### src/design/nvs_host_ctrl_dummy_none.sv
// nvs_host_ctrl_dummy_none: intentionally empty compilation unit
// assumes nothing; holds no logic

### src/design/nvs_pkg.sv
// nvs_pkg: constants, op codes and cycle arithmetic for the nv-sram host controller
// assumes a single system clock; all pin timing is derived from its period
`default_nettype none
package nvs_pkg;

  // bus shape
  localparam int unsigned AW = 20;              // address pins
  localparam int unsigned DW = 16;              // data pins, two byte lanes
  localparam int unsigned CW = 18;              // wait counter width

  // clock
  localparam int unsigned CLK_PERIOD_PS = 50000;  // 20 mhz system clock

  // pin timing, slowest speed grade, in printed units
  localparam int unsigned T_RC_NS     = 45;     // read / initiation cycle, least
  localparam int unsigned T_PWE_NS    = 30;     // write pulse width, least
  localparam int unsigned T_PHSB_NS   = 15;     // save request pulse, least
  localparam int unsigned T_DHSB_NS   = 25;     // busy release when nothing to save, most
  localparam int unsigned T_SS_US     = 100;    // command processing time, most
  localparam int unsigned T_RECALL_US = 200;    // restore duration, most
  localparam int unsigned T_STORE_MS  = 8;      // save duration, most

  // whole cycles covering a time in ps, never less than one
  function automatic int unsigned cyc_ceil(input int unsigned ps);
    int unsigned c;
    c = (ps + CLK_PERIOD_PS - 1) / CLK_PERIOD_PS;
    return (c == 0) ? 1 : c;
  endfunction

  localparam int unsigned RC_CYC     = cyc_ceil(T_RC_NS * 1000);
  localparam int unsigned PWE_CYC    = cyc_ceil(T_PWE_NS * 1000);
  localparam int unsigned PHSB_CYC   = cyc_ceil(T_PHSB_NS * 1000);
  localparam int unsigned DHSB_CYC   = cyc_ceil(T_DHSB_NS * 1000);
  localparam int unsigned SS_CYC     = cyc_ceil(T_SS_US * 1000000);
  localparam int unsigned RECALL_CYC = cyc_ceil(T_RECALL_US * 1000000);
  // divide first: milliseconds in ps would overflow 32 bits
  localparam int unsigned STORE_CYC  = T_STORE_MS * (1000000000 / CLK_PERIOD_PS);

  // user commands
  typedef enum logic [2:0] {
    OP_READ   = 3'h0,
    OP_WRITE  = 3'h1,
    OP_STORE  = 3'h2,
    OP_RECALL = 3'h3,
    OP_HSAVE  = 3'h4
  } nvs_op_t;

  localparam int unsigned SEQ_LEN  = 6;          // reads in a software command
  localparam logic [2:0]  SEQ_LAST = 3'h5;       // index of the final read

endpackage

`default_nettype wire

### src/design/nvs_host_ctrl.sv
// nvs_host_ctrl: host side controller for an asynchronous nonvolatile sram port
// assumes device pins are synchronous to clk_sys_i and a pull-up on the save/busy wire
//
// Operation
// [RULE1] software command steps by chip-select controlled reads
// [RULE2] six command addresses read in fixed order
// [RULE3] write strobe held high during command reads
// [RULE4] sixth command read data is discarded
// [RULE5] each command read lasts one initiation cycle
// [RULE6] busy released quickly when nothing to save
// [RULE7] save request pulse held low long enough
// [RULE8] device acts within processing time of command
// [RULE9] port locked out while save or restore runs
// [RULE10] save/busy pin released during normal access
// [RULE11] strobe combinations select read, write, idle
// [RULE12] read lanes follow active-low byte enables
// [RULE13] write lanes follow active-low byte enables
// [RULE14] no access issued during save or restore
// [RULE15] save skipped if nothing written since
// [RULE16] no write started after save request
// [RULE17] restore lockout lasts full restore time
// [RULE18] device holds save/busy low while saving
`timescale 1ns/10ps
`default_nettype none

module nvs_host_ctrl
  import nvs_pkg::*;
#(
  parameter int unsigned SS_WAIT     = SS_CYC,      // command processing wait
  parameter int unsigned STORE_WAIT  = STORE_CYC,   // save lockout, long
  parameter int unsigned RECALL_WAIT = RECALL_CYC,  // restore lockout
  parameter logic [AW-1:0] SEQ_STORE  [SEQ_LEN] = '{20'h00001, 20'h00002, 20'h00003,
                                                    20'h00004, 20'h00005, 20'h00006},
  parameter logic [AW-1:0] SEQ_RECALL [SEQ_LEN] = '{20'h00001, 20'h00002, 20'h00003,
                                                    20'h00004, 20'h00005, 20'h00007}
) (
  // clock and reset
  input  wire logic          clk_sys_i,
  input  wire logic          resetn_i,
  // user command port
  input  wire logic          req_i,
  input  wire nvs_op_t       op_i,
  input  wire logic [AW-1:0] addr_i,
  input  wire logic [DW-1:0] wdata_i,
  input  wire logic [1:0]    be_n_i,
  output logic               ready_o,
  output logic               done_o,
  output logic [DW-1:0]      rdata_o,
  output logic               save_skipped_o,
  // device strobes and address
  output logic [AW-1:0]      mem_addr_o,
  output logic               chip_sel_n_o,
  output logic               write_en_n_o,
  output logic               out_en_n_o,
  output logic               upper_byte_enable_n_o,
  output logic               lower_byte_enable_n_o,
  // device data bus, three signals
  input  wire logic [DW-1:0] dq_i,
  output logic [DW-1:0]      dq_o,
  output logic               dq_oe_o,
  // save request / busy wire, three signals
  input  wire logic          hw_save_busy_n_i,
  output logic               hw_save_busy_n_o,
  output logic               hw_save_busy_n_oe_o
);

  // one-hot sequencer states
  typedef enum logic [7:0] {
    ST_IDLE   = 8'h01,  // waiting for a request
    ST_ACC    = 8'h02,  // plain read or write strobe phase
    ST_GAP    = 8'h04,  // strobes high between accesses
    ST_SEQ    = 8'h08,  // command read strobe phase
    ST_SEQGAP = 8'h10,  // strobes high between command reads
    ST_HPULSE = 8'h20,  // driving the save request low
    ST_HWAIT  = 8'h40,  // watching for busy after the request
    ST_LOCK   = 8'h80   // device busy, port locked out
  } nvs_state_t;

  // registered state
  nvs_state_t    state_ff,  nxt_state;
  logic [CW-1:0] cnt_ff,    nxt_cnt;      // wait counter
  logic [2:0]    step_ff,   nxt_step;     // command read index
  nvs_op_t       op_ff,     nxt_op;       // op in flight
  logic          hbusy_ff,  nxt_hbusy;    // busy seen after save request
  logic [AW-1:0] addr_ff,   nxt_addr;
  logic [DW-1:0] wdata_ff,  nxt_wdata;
  logic [DW-1:0] rdata_ff,  nxt_rdata;
  logic [1:0]    be_n_ff,   nxt_be_n;
  logic          ce_n_ff,   nxt_ce_n;
  logic          we_n_ff,   nxt_we_n;
  logic          oe_n_ff,   nxt_oe_n;
  logic          dq_oe_ff,  nxt_dq_oe;
  logic          hsb_oe_ff, nxt_hsb_oe;
  logic          done_ff,   nxt_done;
  logic          skip_ff,   nxt_skip;

  // command address for a step; the last read differs between save and restore
  function automatic logic [AW-1:0] seq_addr(input nvs_op_t op, input logic [2:0] step);
    return (op == OP_RECALL) ? SEQ_RECALL[step] : SEQ_STORE[step];
  endfunction

  // keep only the lanes whose enable is low, others read as zero
  function automatic logic [DW-1:0] lane_mask(input logic [DW-1:0] d, input logic [1:0] be_n);
    return {be_n[1] ? 8'h00 : d[15:8], be_n[0] ? 8'h00 : d[7:0]};
  endfunction

  // next-state and pin computation
  always_comb begin
    nxt_state  = state_ff;
    nxt_cnt    = cnt_ff;
    nxt_step   = step_ff;
    nxt_op     = op_ff;
    nxt_hbusy  = hbusy_ff;
    nxt_addr   = addr_ff;
    nxt_wdata  = wdata_ff;
    nxt_rdata  = rdata_ff;
    nxt_be_n   = be_n_ff;
    nxt_ce_n   = ce_n_ff;
    nxt_we_n   = we_n_ff;
    nxt_oe_n   = oe_n_ff;
    nxt_dq_oe  = dq_oe_ff;
    nxt_hsb_oe = hsb_oe_ff;
    nxt_done   = 1'b0;
    nxt_skip   = skip_ff;
    case (state_ff)
      ST_IDLE: begin
        // requests are refused here only by ready_o being low elsewhere
        if (req_i) begin
          nxt_op    = op_i;
          nxt_addr  = addr_i;
          nxt_wdata = wdata_i;
          nxt_step  = 3'h0;
          case (op_i)
            OP_READ: begin
              nxt_ce_n  = 1'b0;                     // see [RULE11]
              nxt_oe_n  = 1'b0;
              nxt_be_n  = be_n_i;                   // see [RULE12]
              nxt_cnt   = CW'(RC_CYC - 1);
              nxt_state = ST_ACC;
            end
            OP_WRITE: begin
              nxt_ce_n  = 1'b0;                     // see [RULE11]
              nxt_we_n  = 1'b0;
              nxt_dq_oe = 1'b1;
              nxt_be_n  = be_n_i;                   // see [RULE13]
              nxt_cnt   = CW'(PWE_CYC - 1);
              nxt_state = ST_ACC;
            end
            OP_STORE, OP_RECALL: begin
              // chip-select and output strobe low, write strobe stays high
              nxt_ce_n  = 1'b0;                     // see [RULE1] see [RULE3]
              nxt_oe_n  = 1'b0;
              nxt_be_n  = 2'b00;
              nxt_addr  = seq_addr(op_i, 3'h0);     // see [RULE2]
              nxt_cnt   = CW'(RC_CYC - 1);          // see [RULE5]
              nxt_state = ST_SEQ;
            end
            OP_HSAVE: begin
              // no access is started until the save resolves
              nxt_hsb_oe = 1'b1;                    // see [RULE7] see [RULE16]
              nxt_cnt    = CW'(PHSB_CYC - 1);
              nxt_state  = ST_HPULSE;
            end
            default: begin
              nxt_done = 1'b1;                      // unknown op completes at once
            end
          endcase
        end
      end
      ST_ACC: begin
        if (cnt_ff != '0) begin
          nxt_cnt = cnt_ff - CW'(1);
        end else begin
          // sample at the end of the strobe phase, access time long met
          if (op_ff == OP_READ) begin
            nxt_rdata = lane_mask(dq_i, be_n_ff);   // see [RULE12]
          end
          nxt_ce_n  = 1'b1;
          nxt_we_n  = 1'b1;
          nxt_oe_n  = 1'b1;
          nxt_dq_oe = 1'b0;
          nxt_be_n  = 2'b11;
          nxt_done  = 1'b1;
          nxt_state = ST_GAP;
        end
      end
      ST_GAP: begin
        // one cycle with strobes high keeps address changes outside the strobe
        nxt_state = ST_IDLE;
      end
      ST_SEQ: begin
        if (cnt_ff != '0) begin
          nxt_cnt = cnt_ff - CW'(1);
        end else begin
          // command read data is never returned; the sixth may be invalid
          nxt_ce_n  = 1'b1;                         // see [RULE1] see [RULE4]
          nxt_oe_n  = 1'b1;
          nxt_state = ST_SEQGAP;
        end
      end
      ST_SEQGAP: begin
        if (step_ff == SEQ_LAST) begin
          // processing time plus the operation itself
          nxt_be_n  = 2'b11;
          nxt_cnt   = (op_ff == OP_RECALL) ? CW'(SS_WAIT + RECALL_WAIT)   // see [RULE17]
                                           : CW'(SS_WAIT + STORE_WAIT);   // see [RULE8]
          nxt_state = ST_LOCK;                      // see [RULE9]
        end else begin
          nxt_step  = step_ff + 3'h1;
          nxt_addr  = seq_addr(op_ff, step_ff + 3'h1);  // see [RULE2]
          nxt_ce_n  = 1'b0;
          nxt_oe_n  = 1'b0;
          nxt_cnt   = CW'(RC_CYC - 1);              // see [RULE5]
          nxt_state = ST_SEQ;
        end
      end
      ST_HPULSE: begin
        if (cnt_ff != '0) begin
          nxt_cnt = cnt_ff - CW'(1);
        end else begin
          // release; the pull-up or the device now sets the wire level
          nxt_hsb_oe = 1'b0;                        // see [RULE10]
          nxt_hbusy  = 1'b0;
          nxt_cnt    = CW'(DHSB_CYC);
          nxt_state  = ST_HWAIT;
        end
      end
      ST_HWAIT: begin
        if (cnt_ff != '0) begin
          nxt_cnt = cnt_ff - CW'(1);
        end else if (hw_save_busy_n_i) begin
          // released in time and never seen busy: nothing was saved
          nxt_skip  = ~hbusy_ff;                    // see [RULE6] see [RULE15]
          nxt_done  = 1'b1;
          nxt_state = ST_IDLE;
        end else begin
          // device is holding the wire low while it saves
          nxt_hbusy = 1'b1;                         // see [RULE18]
          nxt_cnt   = CW'(STORE_WAIT);
          nxt_state = ST_LOCK;                      // see [RULE14]
        end
      end
      ST_LOCK: begin
        // a hardware save ends early once the busy wire returns high
        if (cnt_ff == '0 || (op_ff == OP_HSAVE && hw_save_busy_n_i)) begin
          if (op_ff == OP_HSAVE) begin
            nxt_skip = 1'b0;
          end
          nxt_done  = 1'b1;
          nxt_state = ST_IDLE;
        end else begin
          nxt_cnt = cnt_ff - CW'(1);                // see [RULE9] see [RULE14]
        end
      end
      default: begin
        nxt_state = ST_IDLE;
      end
    endcase
  end

  // register everything; strobes reset to inactive
  always_ff @(posedge clk_sys_i or negedge resetn_i) begin
    if (!resetn_i) begin
      state_ff  <= ST_IDLE;
      cnt_ff    <= '0;
      step_ff   <= 3'h0;
      op_ff     <= OP_READ;
      hbusy_ff  <= 1'b0;
      addr_ff   <= '0;
      wdata_ff  <= '0;
      rdata_ff  <= '0;
      be_n_ff   <= 2'b11;
      ce_n_ff   <= 1'b1;
      we_n_ff   <= 1'b1;
      oe_n_ff   <= 1'b1;
      dq_oe_ff  <= 1'b0;
      hsb_oe_ff <= 1'b0;
      done_ff   <= 1'b0;
      skip_ff   <= 1'b0;
    end else begin
      state_ff  <= nxt_state;
      cnt_ff    <= nxt_cnt;
      step_ff   <= nxt_step;
      op_ff     <= nxt_op;
      hbusy_ff  <= nxt_hbusy;
      addr_ff   <= nxt_addr;
      wdata_ff  <= nxt_wdata;
      rdata_ff  <= nxt_rdata;
      be_n_ff   <= nxt_be_n;
      ce_n_ff   <= nxt_ce_n;
      we_n_ff   <= nxt_we_n;
      oe_n_ff   <= nxt_oe_n;
      dq_oe_ff  <= nxt_dq_oe;
      hsb_oe_ff <= nxt_hsb_oe;
      done_ff   <= nxt_done;
      skip_ff   <= nxt_skip;
    end
  end

  // outputs
  assign ready_o               = (state_ff == ST_IDLE);
  assign done_o                = done_ff;
  assign rdata_o               = rdata_ff;
  assign save_skipped_o        = skip_ff;
  assign mem_addr_o            = addr_ff;
  assign chip_sel_n_o          = ce_n_ff;
  assign write_en_n_o          = we_n_ff;
  assign out_en_n_o            = oe_n_ff;
  assign upper_byte_enable_n_o = be_n_ff[1];
  assign lower_byte_enable_n_o = be_n_ff[0];
  assign dq_o                  = wdata_ff;
  assign dq_oe_o               = dq_oe_ff;
  assign hw_save_busy_n_o      = 1'b0;          // only ever pulls low
  assign hw_save_busy_n_oe_o   = hsb_oe_ff;

endmodule

`default_nettype wire

### config.mk
export PLATFORM = sky130hd
export DESIGN_NAME = nvs_host_ctrl
export DESIGN_NICKNAME = d
export VERILOG_FILES = /design/src/design/nvs_host_ctrl_dummy_none.sv /design/src/design/nvs_pkg.sv /design/src/design/nvs_host_ctrl.sv
export SDC_FILE = /design/constraint.sdc
export NUM_CORES = 1
export LEC_CHECK = 0
export ABC_CLOCK_PERIOD_IN_PS = 2270
export BUFFER_PORTS_ARGS = -buffer_cell sky130_fd_sc_hd__buf_2
export CAP_MARGIN = 10
export CELL_PAD_IN_SITES_DETAIL_PLACEMENT = 1
export CELL_PAD_IN_SITES_GLOBAL_PLACEMENT = 1
export CORE_MARGIN = 5
export CORE_UTILIZATION = 37
export CTS_BUF_LIST = sky130_fd_sc_hd__clkbuf_16
export CTS_CLUSTER_DIAMETER = 60
export DETAILED_ROUTE_END_ITERATION = 6
export PLACE_DENSITY = 0.77
export SKIP_CTS_REPAIR_TIMING = 1
export SLEW_MARGIN = 20
export SYNTH_ARGS = -nofsm -noshare
export SYNTH_HDL_FRONTEND = slang
export SYNTH_SLANG_ARGS = --single-unit
### constraint.sdc
create_clock -name clk_sys_i -period 2.27 [get_ports clk_sys_i]
set_input_delay 0.1135 -clock clk_sys_i [delete_from_list [all_inputs] [get_ports clk_sys_i]]
set_output_delay 0.1135 -clock clk_sys_i [all_outputs]
set_load 0.02 [all_outputs]
==> results of run 1 <==
[final cells by class]
| type | instances | share of cell area |
|---|---|---|
| antenna | 1 | 0.000374 |
| clock buffer | 9 | 0.0337 |
| clock inverter | 7 | 0.0105 |
| inverter | 13 | 0.00804 |
| multi-input combinational | 372 | 0.366 |
| sequential | 94 | 0.353 |
| tap | 176 | 0.0329 |
| timing repair buffer | 201 | 0.195 |
[where the power goes]
group | internal, mW | leakage, nW | switching (mW) | total, mW
clock | 0.856 | 0.148 | 0.697 | 1.55
sequential | 2.37 | 1.12 | 0.499 | 2.87
combinational | 2.98 | 1.92 | 4.26 | 7.23
total | 6.21 | 3.19 | 5.45 | 11.7
[state kept, by name, summed over array words and instances (netlist names), 2 cells and up]
name and cells:
dq_o 16, step_ff 3, rdata_o 16, cnt_ff 18, op_ff 3, state_ff 8
mem_addr_o 20, be_n_ff 2
[metal layers]
| metal | vias to the layer above | part of all wire |
|---|---|---|
| li1 | 2204 | - |
| met1 | 2366 | 0.41 |
| met2 | 121 | 0.53 |
| met3 | 22 | 0.046 |
| met4 | 0 | 0.019 |
| met5 | - | 0 |
[tightest hold or removal path: stages]
cell	delay, ns
buf_2	0.10
nand2_1	0.05
o21ai_1	0.05
[worst max path at each step]
stage | depth (start not counted) | slack (ns) | from | to
global route | 9 | -0.05 | cnt_ff[0] | save_skipped_o
floorplan | 9 | 0.07 | cnt_ff[0] | cnt_ff[17]
global placement | 8 | 0.06 | cnt_ff[0] | cnt_ff[15]
detailed placement | 9 | -0.02 | cnt_ff[0] | cnt_ff[10]
CTS | 8 | -0.05 | cnt_ff[0] | cnt_ff[15]
finish | 9 | 0.02 | cnt_ff[0] | cnt_ff[14]
[synthesized netlist by cell type (4+ instances only)]
master	instances	share of area
o2bb2ai_1	7	0.012
mux2_2	19	0.044
nor2_1	27	0.021
nand3_1	7	0.0071
buf_6	5	0.011
o21ai_1	7	0.0071
nor3_1	8	0.0082
o211ai_1	8	0.012
buf_4	5	0.0076
a31oi_1	8	0.010
o31ai_1	9	0.014
o21ai_0	48	0.049
ha_1	4	0.010
inv_1	10	0.0076
nor2b_1	5	0.0064
xor2_1	4	0.0071
buf_2	6	0.0061
nor4_1	4	0.0051
nand2b_1	4	0.0051
dfrtp_1	88	0.45
dfstp_2	6	0.032
or3_1	7	0.0089
clkbuf_1	8	0.0061
a21oi_1	19	0.019
nand2_1	98	0.075
nand4_1	4	0.0051
[kinds of logic (layout without fill, tap and decap cells)]
group	after synthesis	after routing	share of synthesized area
other	1	2	0.000764
AOI/OAI and AO/OA	139	139	0.185
muxes	22	22	0.0497
buffers and inverters	37	230	0.0423
DFF	94	94	0.481
and+or+nand+nor	201	201	0.222
xor gates and xnor gates	5	5	0.00892
adders and majority gates	4	4	0.0102
[per-stage QoR]
stage | utilization | setup slack [ns]
floorplan | - | 0.0667
detailed placement | 0.462 | -0.0240
CTS | 0.484 | -0.0516
global route | 0.509 | -0.0472
global placement | 0.462 | 0.0608
finish | 0.509 | 0.0241
[cells in the final DEF (no fill, tap or decap), drive strengths merged, types with 5 or more instances in the layout]
cell type,n
o21ai,57
buf,186
or3,9
dfstp,6
o211ai,8
dfrtp,88
a21oi,19
nor4,7
nor3,10
clkinv,7
nand2,100
inv,12
o2bb2ai,7
a31oi,8
nor2b,5
nor2,28
o31ai,9
mux2,19
clkbuf,9
nand4b,5
nand3,8
dlygate4sd3,15
==> metrics.txt, run 1 <==
H-tree Lvls=3; area of the core=~0.013 mm²; slowest CP cell=a221o_2; number of DRC markers in iteration 0=between 200 and 300; met1 Use GR=0.243; worst hold margin=-0.0124 ns; routed wire length=approximately 17,000 µm; Starting Density=0.374; post-DR wirelength/cell=between 15 and 20 µm; clk_lat worst skew=between 0.3 and 0.4 ns; vias in the first global route=4,948; crit share post-route=0.989; Post-synth EDFFs=0; footprint of the multi-input gates=between 0.002 and 0.0025 mm²; DIE WIDTH=about 130 µm; clock tree root driver cell=clkbuf_16; Final setup viols=0; CP peak stage delay=between 0.4 and 0.5 ns; max capacitance violation total=0; hold crit path type=input pin to register; CTS tree=yes; CP top delay family=compound AO/OA/AOI/OAI gates; min Tclk post-route=approximately 2.2 ns; Buf/Inv on CP=2; FF+latch area=roughly 0.0024 mm²; Final HPWL DP=roughly 12,000 µm; dominant synthesized flop cell=dfrtp_1; Crit Path Category=register to register; clock sinks=94; violated checks=negative hold slack; Critical Path RT=roughly 2.5 ns; P&R area growth vs syn=36.4%; Cell variety after synth=74; status=finished, violations left; Warnings, synthesis=0; CTS Buffer Depth=2; DP Area=around 0.006 mm²; Final Non-Filler Cells=slightly below 900; Placed Cells=835; Die H=~130 µm; actual slew at the worst max-slew pin=between 0.5 and 0.6 ns; Die ar.=0.0157 mm²; Worst Path Arrival=around 2.5 ns; I/O Buffers=roughly 120; Post-Synthesis Cell Area=~0.0049 mm²; nets=between 700 and 800; Clock Skew=0.00715 ns; total CTS buffers=9; Filler cells=around 1,500; max_slew headroom=0.636; CTS clk-pin slew, worst paths=0.07 ns; Pwr Density=around 1700 mW/mm²; Setup TNS=0 ns; num ports=~120; hold depth=3; Global Route Usage Sum=0.205; Synth Register Bits=94; first-pass GRT wire length=roughly 26,000 µm; final hold vios=5; worst reg2reg path depth=9; hold path endpoint=mem_addr_o[16]; CP startpoint kind=register; Fmax=~450 MHz; total power=11.7 mW; final slew viol count=0; Core Rows=42; sequential share of the synthesized area=0.481; worst hold path startpoint=addr_i[16]; post-synthesis async set-or-reset flop share=1.00; post-route cell area=0.00669 mm²; grt ovf=0; initial antenna violation count=1; Pre-antenna DRT Iters=4; Max rail drop VDD=roughly 0.00094 V; R2R Setup Slk=0.02 ns; routability congestion estimate=between 0.8 and 0.9; via count=approximately 4,700; largest fanout on the critical path=7; Leak=3.19 nW; Vias/cell=5.40; Post-Syn Instances=around 500; syn avg cell area=~10 µm²; RSZ-0062 raised after global routing=yes; syn nets=about 570; RR Startpoint=cnt_ff[0]; Routed Antenna Nets=0; DRC viols=0; Most Crowded Layer GR=met2; Crit. End Element=register; r2r endpoint=cnt_ff[14]; crit-path cells=inv_1 -> ha_1 -> nor4b_4 -> and4b_2 -> and3_4 -> a221o_2 -> buf_4 -> a211oi_1 -> o22ai_1; layout cells sized above 1=0.384; GR Layer Usage met3=0.0473; largest net degree at the start of global routing=95; met2 Use GR=0.365
No activity file was read; power rests on OpenSTA's default activity.
==> run 2: changes to the inputs <==
- PLACE_DENSITY: 0.77 -> unset
- PLACE_DENSITY_LB_ADDON: unset -> 0.1
==> run 2 against run 1 <==
  * The run ends with negative hold slack, negative setup slack left
  * Worst hold slack improved by 0.0052 ns
  * Clock-buffer cell count unchanged
  * Maximum frequency shrank 1.5%
  * Global-route usage fell by 0.60 points
  * Sequential share of layout area down 0.98 points
  * Critical path depth up 2
  * First-iteration DRC count down 11%
  * Register-to-register slack lost 0.03 ns
  * Via count is 1.5% lower
  * Non-clock buffer count decreased by 2
  * Largest cell class unchanged
==> metrics.txt, run 2 (synthesis gave the netlist of run 1 again) <==
area of the core=between 0.01 and 0.015 mm²; number of DRC markers in iteration 0=about 240; min Tclk post-route=roughly 2.3 ns; Clock Skew=around 0.0096 ns; commonest cells after routing, fill and taps aside=buf_2, dfrtp_1, nand2_1; max_slew headroom=0.533; Final setup viols=3; met1 Use GR=0.262; status=finished, violations left; CTS clk-pin slew, worst paths=0.07 ns; P&R area growth vs syn=40.0%; max capacitance violation total=0; worst hold margin=-0.00722 ns; clock tree root driver cell=clkbuf_16; layout cells sized above 1=0.424; Most Crowded Layer GR=met2; Crit Path Category=register to register; initial antenna violation count=0; DRC viols=0; total CTS buffers=9; clk_lat worst skew=0.35 ns; Setup TNS=-0.0217 ns; CTS tree=yes; CTS Buffer Depth=2; Worst Path Arrival=~2.5 ns; Die ar.=~0.016 mm²; Pwr Density=1710 mW/mm²; clock sinks=94; most common cell after layout, fill and taps aside=buf_2; crit share post-route=1.00; DP Area=between 0.006 and 0.007 mm²; Fmax=439 MHz; post-route setup slack=-0.00913 ns; post-route cell area=between 0.006 and 0.007 mm²; Die H=between 100 and 150 µm; final hold vios=1; Critical Path RT=2.49 ns; GR Layer Usage met3=0.0380; largest net degree at the start of global routing=44; DIE WIDTH=approximately 130 µm; routability congestion estimate=0.847; Final HPWL DP=approximately 12,000 µm; Leak=between 3 and 4 nW; grt ovf=0; met2 Use GR=0.332; final slew viol count=0; max FFs per register=20; Routed Antenna Nets=0; I/O Buffers=between 100 and 150; Crit. End Element=register; ant diodes=0; Vias/cell=~5.3; Reg power frac=0.247; first-pass GRT wire length=about 25,000 µm; actual slew at the worst max-slew pin=between 0.6 and 0.7 ns; num ports=about 120; net switching power=between 5 and 6 mW; via count=around 4,600; vias in the first global route=slightly below 5,000; Starting Density=0.374; hold crit path type=input pin to register; Core Rows=42; Clock Power Share=0.132; pre-CTS setup slack=-0.184 ns; Comb power frac=0.622; violated checks=negative hold slack, negative setup slack; largest fanout on the critical path=8; internal power=6.23 mW; Global Route Usage Sum=0.199; Pre-antenna DRT Iters=4; nets=around 750; Max rail drop VDD=approximately 0.0007 V; post-DR wirelength/cell=18.9 µm; Switching Share=0.469; RSZ-0062 raised after global routing=yes; total power=between 10 and 15 mW; routed wire length=roughly 16,000 µm; H-tree Lvls=3; CP startpoint kind=register
[run 2: cell types whose count changed in the layout (fill, tap and decap cells not counted), moves of 3 or more]
cell and delta:
dfrtp_1 +3, buf_6 +6, o21ai_0 -16, dfrtp_2 -3, buf_4 -8, nand2_1 -17
nand2_2 +8, nand2_4 +8, dlygate4sd3_1 -3, o21ai_1 +5, o21ai_2 +11
[run 2: power by group through the flow]
stage	clock, mW	combinational (mW)	sequential [mW]
floorplan	0	3.56	3.37
global placement	0	6.44	2.83
detailed placement	0	6.60	2.87
CTS	1.58	6.62	2.84
global route	1.65	7.82	2.99
finish	1.54	7.28	2.89
[run 2: cell type report]
cell class / instances / area [µm²]
flip-flops and latches: 94 / 2360
clock inverters: 7 / 71.3
clock buffers: 9 / 225
fillers: 1517 / 6270
multi-input cells: 372 / 2590
well taps: 176 / 220
inverters: 13 / 53.8
repair buffers: 199 / 1350
[run 2: layer usage]
metal | routed length, µm | vias to the layer above | part of all wire
li1 | - | 2196 | -
met1 | 7190 | 2297 | 0.44
met2 | 8040 | 127 | 0.49
met3 | 848 | 22 | 0.052
met4 | 342 | 0 | 0.021
met5 | 0 | - | 0
[run 2: per-stage QoR]
step | instances | hold slack, ns | util
4_1_cts | 849 | -0.272 | 0.483
5_1_grt | 870 | 0.00129 | 0.523
2_1_floorplan | 503 | -0.182 | -
6_report | 870 | -0.00722 | 0.523
3_5_place_dp | 833 | 0.105 | 0.460
3_3_place_gp | 833 | 0.102 | 0.460
[run 2: worst max-delay path, stage by stage, from the launching register on]
cell,delay (ns)
dfrtp_1,0.38
inv_1,0.07
ha_2,0.18
nor4b_4,0.29
buf_4,0.18
nand3b_1,0.17
nor4_4,0.30
buf_4,0.19
nand2_8,0.07
clkbuf_16,0.21
nand2_2,0.06
o21ai_1,0.07
[run 2: final timing paths]
path | start | to | slack, ns | depth (start not counted)
hold reg to reg | hbusy_ff | save_skipped_o | 0.47 | 1
min in group asynchronous | resetn_i | hw_save_busy_n_oe_o | 0.27 | 2
hold / removal | wdata_i[3] | dq_o[3] | -0.007 | 2
setup / recovery | cnt_ff[1] | rdata_o[5] | -0.009 | 11
max in group asynchronous | resetn_i | done_o | 1.27 | 3
setup reg to reg | cnt_ff[1] | rdata_o[5] | -0.009 | 11
==> run 3: changes to the inputs <==
- TNS_END_PERCENT: unset -> 1
==> run 3 against run 2 <==
  * The flow still finishes with violations (negative hold slack, negative setup slack)
  * Combinational power shrank 2%
  * Clock-buffer cell count unchanged
  * Global-route usage unchanged
  * Flip-flop and latch count is the same
  * Critical path depth fell by 1
  * Sequential share of layout area increased by 0.94 points
  * Sequential power is 1% lower
  * Critical path type unchanged
  * Largest cell class unchanged
  * Largest power group unchanged
==> metrics.txt, run 3 (synthesis gave the netlist of run 1 again) <==
CTS tree=yes; min Tclk post-route=2.28 ns; Crit. End Element=register; hold crit path type=input pin to register; worst hold margin=-0.00395 ns; Crit Path Category=register to register; P&R area growth vs syn=36.2%; layout cells sized above 1=0.385; num ports=approximately 120; Core Rows=between 40 and 50; net switching power=about 5.4 mW; violated checks=negative hold slack, negative setup slack; Clock Power Share=0.134; total power=between 10 and 15 mW; final slew viol count=0; Routed Antenna Nets=0; vias in the first global route=4,828; Final Non-Filler Cells=867; Clock Skew=approximately 0.008 ns; CTS Buffer Depth=2; grt ovf=0; DP Area=0.00605 mm²; largest net degree at the start of global routing=44; max capacitance violation total=0; worst setup path end=cnt_ff[17]; max_slew headroom=0.545; clock tree root driver cell=clkbuf_16; Final HPWL DP=~12,000 µm; Starting Density=0.374; Leak=about 3.2 nW; Vias/cell=5.36; Die H=roughly 130 µm; Reg power frac=0.248; worst hold path startpoint=wdata_i[3]; Switching Share=0.466; post-route cell area=0.00668 mm²; max FFs per register=20; largest fanout on the critical path=5; total CTS buffers=9; Max rail drop VDD=roughly 0.0007 V; CP startpoint=cnt_ff[1]; area of the core=0.0131 mm²; Comb power frac=0.619; post-route setup slack=-0.0110 ns; most common cell after layout, fill and taps aside=buf_2; Die ar.=0.0157 mm²; internal power=slightly above 6 mW; via count=around 4,600; Fmax=about 440 MHz; routed wire length=approximately 16,000 µm; ant diodes=0; RR Startpoint=cnt_ff[1]; post-DR wirelength/cell=about 19 µm; actual slew at the worst max-slew pin=approximately 0.68 ns; Worst Path Arrival=between 2 and 3 ns; Pwr Density=about 1700 mW/mm²; clock sinks=94; r2r endpoint=cnt_ff[17]; final hold vios=1; Global Route Usage Sum=0.199; R2R Setup Slk=-0.01 ns; first-pass GRT wire length=~25,000 µm; nets=between 700 and 800; CP startpoint kind=register; Critical Path RT=2.50 ns; number of DRC markers in iteration 0=between 200 and 250; commonest cells after routing, fill and taps aside=buf_2, nand2_1, dfrtp_1; worst reg2reg path depth=10; Placed Cells=approximately 830; clk_lat worst skew=around 0.35 ns; H-tree Lvls=3; RSZ-0062 raised after global routing=yes; DIE WIDTH=125 µm; routability congestion estimate=about 0.85; initial antenna violation count=0; I/O Buffers=roughly 120; CTS clk-pin slew, worst paths=~0.070 ns; Final Util=0.509; DRC viols=0; Pre-antenna DRT Iters=4; crit share post-route=1.00; Final setup viols=3; status=finished, violations left
[run 3: critical path, stage by stage (launching register included)]
cell and delay (ns):
dfrtp_1 0.35, inv_1 0.05, ha_2 0.18, nor4b_4 0.14, buf_4 0.15, nand4b_4 0.15, nor3_4 0.06, buf_6 0.13
a221oi_4 0.45, nand2_4 0.15, a221o_1 0.35
[run 3: power by group through the flow]
stage          Clock [mW]  Sequential (mW)  Combinational, mW
2_1_floorplan           0             3.37               3.56
3_3_place_gp            0             2.83               6.44
3_5_place_dp            0             2.87               6.60
4_1_cts              1.58             2.84               6.62
5_1_grt              1.65             2.95               7.68
6_report             1.54             2.85               7.12
[run 3: area by class of cell]
cell class	instances	area, µm²
fill	1534	6450
sequential	94	2360
inverter	13	53.8
multi-input combinational	372	2460
tap	176	220
clock buffer	9	225
timing repair buffer	196	1290
clock inverter	7	71.3
[run 3: layer usage]
metal | track usage | part of all wire | vias to the layer above
li1 | - | - | 2189
met1 | 0.262 | 0.43 | 2298
met2 | 0.332 | 0.49 | 135
met3 | 0.0380 | 0.056 | 23
met4 | 0.0644 | 0.021 | 0
met5 | 0 | 0 | -
[run 3: worst min-delay path by stage]
stage	to	slack, ns	cells past startpoint
5_1_grt	dq_o[3]	0.0004	2
6_report	dq_o[3]	-0.004	2
2_1_floorplan	cnt_ff[0]	-0.18	0
3_5_place_dp	hw_save_busy_n_oe_o	0.10	1
3_3_place_gp	hw_save_busy_n_oe_o	0.10	1
4_1_cts	hw_save_busy_n_oe_o	-0.27	1
[run 3: per-stage QoR]
stage	setup TNS [ns]	hold WS (ns)	worst slack [ns]
global placement	-1.10	0.102	-0.0803
global route	-1.87	0.000411	-0.130
floorplan	0	-0.182	0.0667
finish	-0.0236	-0.00395	-0.0110
detailed placement	-2.37	0.105	-0.184
CTS	-3.40	-0.272	-0.214
